--- config.mk ---
export PLATFORM = sky130hd
export DESIGN_NAME = psp_playback
export DESIGN_NICKNAME = d
export VERILOG_FILES = /design/src/rtl/psp_pkg.sv /design/src/rtl/psp_playback.sv /design/src/rtl/psp_channel.sv
export SDC_FILE = /design/constraint.sdc
export NUM_CORES = 2
export LEC_CHECK = 0
export BUFFER_PORTS_ARGS = -buffer_cell sky130_fd_sc_hd__buf_2
export CAP_MARGIN = 25
export CORE_ASPECT_RATIO = 2
export CORE_MARGIN = 3
export CORE_UTILIZATION = 25
export DETAILED_ROUTE_END_ITERATION = 7
export PLACE_DENSITY = 0.41
export RECOVER_POWER = 100
export SYNTH_ARGS = -nofsm -noshare
export SYNTH_HDL_FRONTEND = slang
export SYNTH_SLANG_ARGS = --single-unit
export TNS_END_PERCENT = 50
--- constraint.sdc ---
create_clock -name clock_in -period 43.7 [get_ports clock_in]
set_clock_uncertainty 0.05 [all_clocks]
set_input_delay 6.555 -clock clock_in [delete_from_list [all_inputs] [get_ports clock_in]]
set_output_delay 6.555 -clock clock_in [all_outputs]
set_load 0.005 [all_outputs]
--- src/rtl/psp_pkg.sv ---
package psp_pkg;

    localparam int PSP_NCH = 4;
    localparam int PSP_NPIN = 8;

    // Register byte offsets.
    localparam logic [7:0] PSP_OFF_TASKS = 8'h00;
    localparam logic [7:0] PSP_OFF_ENABLE = 8'h04;
    localparam logic [7:0] PSP_OFF_DECODER = 8'h08;
    localparam logic [7:0] PSP_OFF_TOP = 8'h0c;
    localparam logic [7:0] PSP_OFF_LOOP = 8'h10;
    localparam logic [7:0] PSP_OFF_STATUS = 8'h14;
    localparam logic [7:0] PSP_OFF_EVENTS = 8'h18;
    localparam logic [7:0] PSP_OFF_EVENT_TASK_SHORTCUTS = 8'h1c;
    localparam logic [2:0] PSP_SEQ_PAGE = 3'h1;
    localparam logic [3:0] PSP_PSEL_PAGE = 4'h4;

    // Seq page: addr[4] picks the sequence, addr[3:2] the field.
    localparam logic [1:0] PSP_SEQ_PTR = 2'h0;
    localparam logic [1:0] PSP_SEQ_CNT = 2'h1;
    localparam logic [1:0] PSP_SEQ_REFRESH = 2'h2;
    localparam logic [1:0] PSP_SEQ_DELAY = 2'h3;

    // Task register bit positions.
    localparam int PSP_TASK_STOP = 0;
    localparam int PSP_TASK_START0 = 1;
    localparam int PSP_TASK_START1 = 2;
    localparam int PSP_TASK_STEP = 3;

    // Reset values.
    localparam logic [14:0] PSP_TOP_RST = 15'h03e8;
    localparam logic [15:0] PSP_LOOP_RST = 16'h0000;
    localparam logic [15:0] PSP_DUTY_RST = 16'h0000;

    typedef struct packed {
        logic [31:0] ptr;
        logic [14:0] cnt;
        logic [23:0] refresh;
        logic [23:0] delay;
    } psp_seq_t;

    typedef struct packed {
        logic connect;
        logic [2:0] pin;
    } psp_psel_t;

    typedef struct packed {
        logic loops;
        logic period;
        logic end1;
        logic end0;
        logic started1;
        logic started0;
        logic stopped;
    } psp_evt_t;

    typedef enum logic [4:0] {
        PSP_ST_IDLE = 5'h01,
        PSP_ST_FETCH = 5'h02,
        PSP_ST_PLAY = 5'h04,
        PSP_ST_TAIL = 5'h08,
        PSP_ST_HOLD = 5'h10
    } psp_state_t;

endpackage

--- src/rtl/psp_playback.sv ---
// Contract
// - Final loop end skips refresh and delay.
// - Last duty value holds until restart/stop.
// - Order: seq0, delay0, seq1, delay1, repeat.
// - Playback starts with the triggered sequence.
// - Complex playback ends after sequence 1.
// - Each sequence has pointer, count, refresh.
// - Loop count sets sequence 1 chain repeats.
// - Refresh N holds each sample N+1 periods.
// - End delay N inserts N periods.
// - Zero end delay chains with no gap.
// - Loop one stops after one sequence 1.
// - Step task loads on next period.
// - Late fetch repeats previous compare value.
// - Only sequence 1 raises loops complete.
// - Channels route to selected pins.
// - Pin select acts while enabled, running.
// - Idle pins follow the GPIO output level.
// - Stop ends at period close, then idle.
// - Start fetches first value, starts generation.
// - Sequence end when last value applied.
//
// Our own choices: the address-and-strobe port and the register offsets.
`timescale 1ns/1ps
module psp_playback (
    // Clock and reset.
    input wire logic clock_in,
    input wire logic rst_in,
    // Register port.
    input wire logic [7:0] addr_in,
    input wire logic [31:0] wdata_in,
    input wire logic wr_in,
    input wire logic rd_in,
    output logic [31:0] rdata_out,
    // Sample fetch from RAM.
    output logic dma_req_out,
    output logic [31:0] dma_addr_out,
    input wire logic dma_ack_in,
    input wire logic [15:0] dma_data_in,
    // Pins and GPIO idle level.
    input wire logic [psp_pkg::PSP_NPIN-1:0] gpio_out_in,
    output logic [psp_pkg::PSP_NPIN-1:0] pin_out,
    // Event pulses.
    output psp_pkg::psp_evt_t evt_out
);
    import psp_pkg::*;

    logic enable;
    logic step_mode;
    logic shortcut;
    logic [14:0] top;
    logic [15:0] loop_count;
    psp_seq_t seq_cfg [2];
    psp_psel_t psel [PSP_NCH];
    psp_evt_t evt_sticky;

    psp_state_t state;
    logic running;
    logic stop_pend;
    logic step_pend;
    logic cur_seq;
    logic [31:0] cur_ptr;
    logic [14:0] cur_cnt;
    logic [14:0] fetch_idx;
    logic [14:0] applied;
    logic [15:0] pend;
    logic pend_valid;
    logic [15:0] duty;
    logic [23:0] refresh_ctr;
    logic [24:0] tail_ctr;
    logic [24:0] tail_len;
    logic [15:0] loops_done;
    logic [14:0] wave_cnt;
    logic [PSP_NCH-1:0] chan_level;

    logic task_wr;
    logic do_start;
    logic start_sel;
    logic period_end;
    logic advance;
    logic apply;
    logic last_apply;
    logic final_seq;
    psp_evt_t next_evt;

    assign task_wr = wr_in && addr_in == PSP_OFF_TASKS;
    // A loops-complete pulse with the shortcut on restarts sequence 1.
    assign do_start = enable && ((task_wr && (wdata_in[PSP_TASK_START0] ||
        wdata_in[PSP_TASK_START1])) || (shortcut && evt_out.loops));
    assign start_sel = !(task_wr && wdata_in[PSP_TASK_START0]);
    assign period_end = running && (wave_cnt + 15'h0001 >= top);
    assign advance = step_mode ? step_pend
                               : refresh_ctr >= seq_cfg[cur_seq].refresh;
    assign final_seq = loop_count == 16'h0000 ||
        (cur_seq && loops_done + 16'h0001 >= loop_count);
    assign last_apply = applied + 15'h0001 >= cur_cnt;

    // Once running, a sample is applied only at a period boundary, so a slow fetch just
    // leaves the previous compare value in place for another period.
    always_comb begin
        apply = 1'b0;
        case (state)
            PSP_ST_FETCH: apply = pend_valid && (!running || period_end);
            PSP_ST_PLAY: apply = period_end && advance && pend_valid &&
                                 applied < cur_cnt;
            PSP_ST_TAIL: apply = period_end && pend_valid &&
                                 tail_ctr >= tail_len;
            default: apply = 1'b0;
        endcase
        // A start, a disable or a stop taking effect wins over a load, so
        // no started or end event is raised for a sample never shown.
        if (!enable || do_start || (stop_pend && period_end)) begin
            apply = 1'b0;
        end
    end

    always_comb begin
        next_evt = '0;
        next_evt.period = period_end;
        next_evt.stopped = (task_wr && wdata_in[PSP_TASK_STOP] && !running &&
            !do_start) || (stop_pend && period_end && !do_start);
        if (apply && applied == 15'h0000) begin
            next_evt.started0 = !cur_seq;
            next_evt.started1 = cur_seq;
        end
        if (apply && last_apply) begin
            next_evt.end0 = !cur_seq;
            next_evt.end1 = cur_seq;
            next_evt.loops = cur_seq && final_seq &&
                loop_count != 16'h0000;
        end
    end

    always_ff @(posedge clock_in or posedge rst_in) begin
        if (rst_in) begin
            evt_out <= '0;
        end else begin
            evt_out <= next_evt;
        end
    end

    // Register writes.
    always_ff @(posedge clock_in or posedge rst_in) begin
        if (rst_in) begin
            enable <= 1'b0;
            step_mode <= 1'b0;
            shortcut <= 1'b0;
            top <= PSP_TOP_RST;
            loop_count <= PSP_LOOP_RST;
            seq_cfg[0] <= '0;
            seq_cfg[1] <= '0;
            for (int i = 0; i < PSP_NCH; i++) begin
                psel[i] <= '0;
            end
        end else if (wr_in) begin
            case (addr_in)
                PSP_OFF_ENABLE: enable <= wdata_in[0];
                PSP_OFF_DECODER: step_mode <= wdata_in[0];
                PSP_OFF_EVENT_TASK_SHORTCUTS: shortcut <= wdata_in[0];
                PSP_OFF_TOP: top <= wdata_in[14:0];
                PSP_OFF_LOOP: loop_count <= wdata_in[15:0];
                default: begin
                    if (addr_in[7:5] == PSP_SEQ_PAGE) begin
                        case (addr_in[3:2])
                            PSP_SEQ_PTR:
                                seq_cfg[addr_in[4]].ptr <= wdata_in;
                            PSP_SEQ_CNT:
                                seq_cfg[addr_in[4]].cnt <= wdata_in[14:0];
                            PSP_SEQ_REFRESH:
                                seq_cfg[addr_in[4]].refresh <= wdata_in[23:0];
                            default:
                                seq_cfg[addr_in[4]].delay <= wdata_in[23:0];
                        endcase
                    end
                    if (addr_in[7:4] == PSP_PSEL_PAGE) begin
                        psel[addr_in[3:2]] <= {wdata_in[31], wdata_in[2:0]};
                    end
                end
            endcase
        end
    end

    // Sticky event flags; a new event wins over a same-cycle clear.
    always_ff @(posedge clock_in or posedge rst_in) begin
        if (rst_in) begin
            evt_sticky <= '0;
        end else if (wr_in && addr_in == PSP_OFF_EVENTS) begin
            evt_sticky <= (evt_sticky & ~psp_evt_t'(wdata_in[6:0])) | evt_out;
        end else begin
            evt_sticky <= evt_sticky | evt_out;
        end
    end

    always_ff @(posedge clock_in or posedge rst_in) begin
        if (rst_in) begin
            rdata_out <= 32'h0000_0000;
        end else if (rd_in) begin
            case (addr_in)
                PSP_OFF_ENABLE: rdata_out <= {31'h0, enable};
                PSP_OFF_DECODER: rdata_out <= {31'h0, step_mode};
                PSP_OFF_EVENT_TASK_SHORTCUTS: rdata_out <= {31'h0, shortcut};
                PSP_OFF_TOP: rdata_out <= {17'h0, top};
                PSP_OFF_LOOP: rdata_out <= {16'h0, loop_count};
                PSP_OFF_STATUS:
                    rdata_out <= {8'h0, duty, 1'b0, state, cur_seq, running};
                PSP_OFF_EVENTS: rdata_out <= {25'h0, evt_sticky};
                default: rdata_out <= 32'h0000_0000;
            endcase
        end else begin
            rdata_out <= 32'h0000_0000;
        end
    end

    // Wave counter; it restarts at zero when generation begins.
    always_ff @(posedge clock_in or posedge rst_in) begin
        if (rst_in) begin
            wave_cnt <= 15'h0000;
        end else if (!running || period_end) begin
            wave_cnt <= 15'h0000;
        end else begin
            wave_cnt <= wave_cnt + 15'h0001;
        end
    end

    // Sample fetch: one outstanding request, one sample buffered ahead.
    always_ff @(posedge clock_in or posedge rst_in) begin
        if (rst_in) begin
            dma_req_out <= 1'b0;
            dma_addr_out <= 32'h0000_0000;
            fetch_idx <= 15'h0000;
            pend <= PSP_DUTY_RST;
            pend_valid <= 1'b0;
        end else if (do_start || !enable) begin
            dma_req_out <= 1'b0;
            fetch_idx <= 15'h0000;
            pend_valid <= 1'b0;
        end else if (dma_req_out) begin
            if (dma_ack_in) begin
                dma_req_out <= 1'b0;
                pend <= dma_data_in;
                pend_valid <= 1'b1;
                fetch_idx <= fetch_idx + 15'h0001;
            end
        end else begin
            if (apply) begin
                pend_valid <= 1'b0;
            end
            if (apply && last_apply) begin
                // The next sequence is read from its own first entry.
                fetch_idx <= 15'h0000;
            end else if ((!pend_valid || apply) && fetch_idx < cur_cnt &&
                (state != PSP_ST_IDLE && state != PSP_ST_HOLD)) begin
                dma_req_out <= 1'b1;
                dma_addr_out <= cur_ptr + {16'h0, fetch_idx, 1'b0};
            end
        end
    end

    // Step task is remembered until the next period boundary uses it.
    always_ff @(posedge clock_in or posedge rst_in) begin
        if (rst_in) begin
            step_pend <= 1'b0;
        end else if (task_wr && wdata_in[PSP_TASK_STEP] && step_mode &&
                     running) begin
            step_pend <= 1'b1;
        end else if (do_start || (apply && state == PSP_ST_PLAY)) begin
            step_pend <= 1'b0;
        end
    end

    // Playback sequencer.
    always_ff @(posedge clock_in or posedge rst_in) begin
        if (rst_in) begin
            state <= PSP_ST_IDLE;
            running <= 1'b0;
            stop_pend <= 1'b0;
            cur_seq <= 1'b0;
            cur_ptr <= 32'h0000_0000;
            cur_cnt <= 15'h0000;
            applied <= 15'h0000;
            duty <= PSP_DUTY_RST;
            refresh_ctr <= 24'h000000;
            tail_ctr <= 25'h0000000;
            tail_len <= 25'h0000000;
            loops_done <= 16'h0000;
        end else if (!enable) begin
            state <= PSP_ST_IDLE;
            running <= 1'b0;
            stop_pend <= 1'b0;
        end else if (do_start) begin
            state <= PSP_ST_FETCH;
            stop_pend <= 1'b0;
            cur_seq <= start_sel;
            cur_ptr <= seq_cfg[start_sel].ptr;
            cur_cnt <= seq_cfg[start_sel].cnt;
            applied <= 15'h0000;
            loops_done <= 16'h0000;
        end else if (stop_pend && period_end) begin
            state <= PSP_ST_IDLE;
            running <= 1'b0;
            stop_pend <= 1'b0;
        end else begin
            if (task_wr && wdata_in[PSP_TASK_STOP] && running) begin
                stop_pend <= 1'b1;
            end
            if (period_end && state == PSP_ST_PLAY && !apply) begin
                refresh_ctr <= refresh_ctr + 24'h000001;
            end
            if (period_end && state == PSP_ST_TAIL && !apply) begin
                tail_ctr <= tail_ctr + 25'h0000001;
            end
            if (apply) begin
                running <= 1'b1;
                duty <= pend;
                refresh_ctr <= 24'h000000;
                applied <= applied + 15'h0001;
                state <= PSP_ST_PLAY;
                if (last_apply && final_seq) begin
                    state <= PSP_ST_HOLD;
                end else if (last_apply) begin
                    // The next sequence is fetched while this one's last
                    // sample plays out its refresh and end delay periods.
                    state <= PSP_ST_TAIL;
                    tail_ctr <= 25'h0000000;
                    tail_len <= {1'b0, seq_cfg[cur_seq].refresh} +
                                {1'b0, seq_cfg[cur_seq].delay};
                    cur_seq <= !cur_seq;
                    cur_ptr <= seq_cfg[!cur_seq].ptr;
                    cur_cnt <= seq_cfg[!cur_seq].cnt;
                    applied <= 15'h0000;
                    if (cur_seq) begin
                        loops_done <= loops_done + 16'h0001;
                    end
                end
            end
        end
    end

    generate
        for (genvar c = 0; c < PSP_NCH; c++) begin : g_chan
            psp_channel u_chan (
                .clock_in(clock_in),
                .rst_in(rst_in),
                .run_in(running),
                .count_in(wave_cnt),
                .duty_in(duty),
                .level_out(chan_level[c])
            );
        end
    endgenerate

    // Pin mux; a pin no channel claims shows its GPIO idle level.
    always_ff @(posedge clock_in or posedge rst_in) begin
        if (rst_in) begin
            pin_out <= '0;
        end else begin
            for (int p = 0; p < PSP_NPIN; p++) begin
                pin_out[p] <= gpio_out_in[p];
                for (int c = 0; c < PSP_NCH; c++) begin
                    if (enable && running && psel[c].connect &&
                        psel[c].pin == 3'(p)) begin
                        pin_out[p] <= chan_level[c];
                    end
                end
            end
        end
    end
endmodule

--- src/rtl/psp_channel.sv ---
`timescale 1ns/1ps
module psp_channel (
    // Clock and reset.
    input wire logic clock_in,
    input wire logic rst_in,
    // Wave counter and compare.
    input wire logic run_in,
    input wire logic [14:0] count_in,
    input wire logic [15:0] duty_in,
    // Channel level.
    output logic level_out
);
    // Top bit of the duty word selects the polarity of the pulse.
    always_ff @(posedge clock_in or posedge rst_in) begin
        if (rst_in) begin
            level_out <= 1'b0;
        end else begin
            level_out <= run_in & ((count_in < duty_in[14:0]) ^ duty_in[15]);
        end
    end
endmodule

==> impl_results.md <==
- Largest net degree at the start of global routing: 167
- Share of cells above drive strength 1: 20.0%
- Num CTS Buffers: 56
- I/O pin count: 149
- Cell count after synthesis: 2692
- Vias in the first global route: 21500
- Area growth syn-to-layout: 14.2%
- Die area: 121000 sq um
- Total Wirelength: 92400 um
- Min-delay src: evt_out[2]
- Clock tree root driver cell: clkbuf_16
- Via count: 20800
- Remaining global-route overflow: 0
- CP endpoint kind: async pin
- Maxcap violations: 19
- Hold Violations, Final: 0
- Setup CP Type: in2async
- Worst skew pair latency: 0.64 ns
- Chip Width: 248 um
- Gr usage total: 15.3%
- Final core utilization: 28.9%
- IO buf count: 140
- RSZ-0062 raised after global routing: no
- Worst hold-check path type: reg2reg
- Slew @ Worst Pin: 9.03 ns
- Reg2reg start: loops_done[2]
- Layout Cells excl Fill: 4376
- Cells after DPL: 4263
- Setup TNS: 0 ns
- Post-synthesis sequential area ratio: 46.6%
- Die height: 489 um
- Slew Viols, Final: 978
- Leakage: 15.6 nW
- Power per cell area: 38.5 nW/um^2
- Netlist cell types: 85
- Ys async rst share: 100%
- Final worst setup slack: 25.73 ns
- CTS tree: built
- Yosys top cell by area: dfrtp_1
- Pre-CTS setup slack: 33.77 ns
- Final #Nets: 3067
- Total clock sinks: 544
- Resized Gates After CTS: 0
- Yosys reg bits: 544
- Maximum vdd drop: 26.4 uV
- Tcrit/Tclk final: 41.1%
- FILL cells: 12200
- Number of synthesized flops with an enable pin: 0
- Post-Syn Area: 29200 sq um
- DRC: 0
- Core Box Area: 115000 sq um
- Vias per Instance: 4.75
- Critical Path Fanout Max: 166
- Register area: 13600 sq um
- Ys flop type: dfrtp_1
- Row cnt: 176
- Final setup fails: 0
- Initial DRC Count: 920
- Crit path launch: rst_in
- Initial Util: 25.3%
- Worst EP arrival: 16.40 ns
- Status: finished, violations left
- Most used cells in the layout excluding fill and tap cells: 536 x dfrtp_1, 322 x mux2_2, 184 x ha_1
- Initial antenna violation count: 9
- Detailed Place HPWL: 67500 um
- Min cycle time layout: 17.97 ns
- Dominant cells by area after synthesis: dfrtp_1 46%, mux2_2 12%, ha_1 7.9%
- CP startpoint kind: primary input
- Fmax: 55.6 MHz
- Synth Area per Inst: 10.8 sq um
- Failing checks: max-capacitance violations, max-slew violations
- WL/cell: 21.1 um
- Commonest non-fill, non-tap cell in the layout: dfrtp_1
- Clk buf depth: 3
- H-tree depth: 2
- Area of the multi-input gates: 14400 sq um
- CTS clk-pin slew, worst paths: 0.07 ns
- Slew HR: -502%
- Post-CTS Setup Bufs: 0
- GPL Wtd Cong: 0.800
- Cts hold-fix bufs: 0
- First-pass GRT wire length: 140000 um
- Yosys top cell area share: 46.0%
- Total of warnings raised by yosys: 0
- Post-route ant nets: 0
- Initial DRT Pass Iterations: 5
- Required @ worst endpoint: 42.13 ns
==> worst max-delay path, cell delays in order <==
cell and delay [ns]:
clkbuf_1 0.08, clkinvlp_2 2.91, clkbuf_1 6.52
==> stage by stage <==
stage          hold slack, ns  area, sq um  power (mW)
2_1_floorplan           0.394        29200       0.716
3_3_place_gp            0.402        31600       0.779
3_5_place_dp            0.411        31600       0.782
4_1_cts                 0.426        33600        1.31
5_1_grt                 0.454        33300        1.35
6_report                0.425        33300        1.28
==> cell usage after synthesis, types with 10 or more instances <==
master and instances:
nor2b_1 23, buf_2 20, buf_1 10, a21oi_1 86, dfrtp_1 537, mux2i_1 57, nor2_1 164, nor4_1 19
a22oi_1 15, a211oi_1 55, and3_1 37, a31oi_1 15, inv_1 163, mux2_2 322, o21bai_1 13, ha_1 184
xor2_1 55, buf_4 11, nor3_1 45, o211ai_1 16, a21o_1 37, nand2b_1 19, or2_2 29, o22ai_1 31
a32o_1 12, o21a_1 13, clkbuf_1 69, xnor2_1 94, o21ai_0 96, nand3_1 71, nand2_1 172, nand4_1 40
==> flip-flops by register name, indices dropped and copies added, names as in the netlist, 16 cells and up <==
name          cells
refresh_ctr      24
pend             16
cur_ptr          32
loop_count       16
tail_ctr         25
psel             16
tail_len         25
seq_cfg         190
loops_done       16
dma_addr_out     32
rdata_out        24
duty             16
==> kinds of logic (layout without fill, tap and decap cells) <==
| group | Yosys count | count (layout) | share of synthesized area [%] |
|---|---|---|---|
| other cells | 1 | 12 | 0.0128 |
| buf+inv | 285 | 445 | 4.03 |
| simple gates | 682 | 682 | 11.6 |
| fa+ha+maj | 186 | 186 | 8.02 |
| mux | 379 | 379 | 14.4 |
| compound gates | 466 | 466 | 10.9 |
| xor+xnor | 149 | 149 | 4.47 |
| flops | 544 | 544 | 46.6 |
==> worst paths after layout <==
kind	endpoint	slack, ns	depth (start not counted)
max	refresh_ctr[9]	25.73	3
min	evt_sticky[2]	0.43	1
max reg2reg	loops_done[5]	36.16	17
min reg2reg	evt_sticky[2]	0.43	1
max in group clock_in	cur_ptr[16]	32.07	9
min in group asynchronous	cur_cnt[5]	7.49	2
==> routing by layer <==
layer | wire (um) | vias up | share of wire [%] | track usage [%]
met5 | 28 | - | 0.030 | 0
met4 | 2450 | 6 | 2.6 | 4.17
met3 | 2850 | 95 | 3.1 | 1.93
met2 | 50800 | 317 | 55 | 29.5
met1 | 36300 | 10500 | 39 | 17.3
li1 | - | 9868 | - | -
==> final cells by class <==
class	instances	area share (%)
Inverter	163	1.84
Timing Repair Buffer	177	2.48
Antenna cell	4	0.0300
Tap cell	1513	5.68
Sequential cell	544	40.9
Clock buffer	82	5.04
Multi-Input combinational cell	1870	43.2
Clock inverter	23	0.844
==> power by group <==
group	leakage (nW)	switching (mW)	internal [mW]
logic	7.54	0.0964	0.0809
clock network	0.952	0.222	0.297
registers	7.13	0.0344	0.554
(Power assumes the default switching activity.)
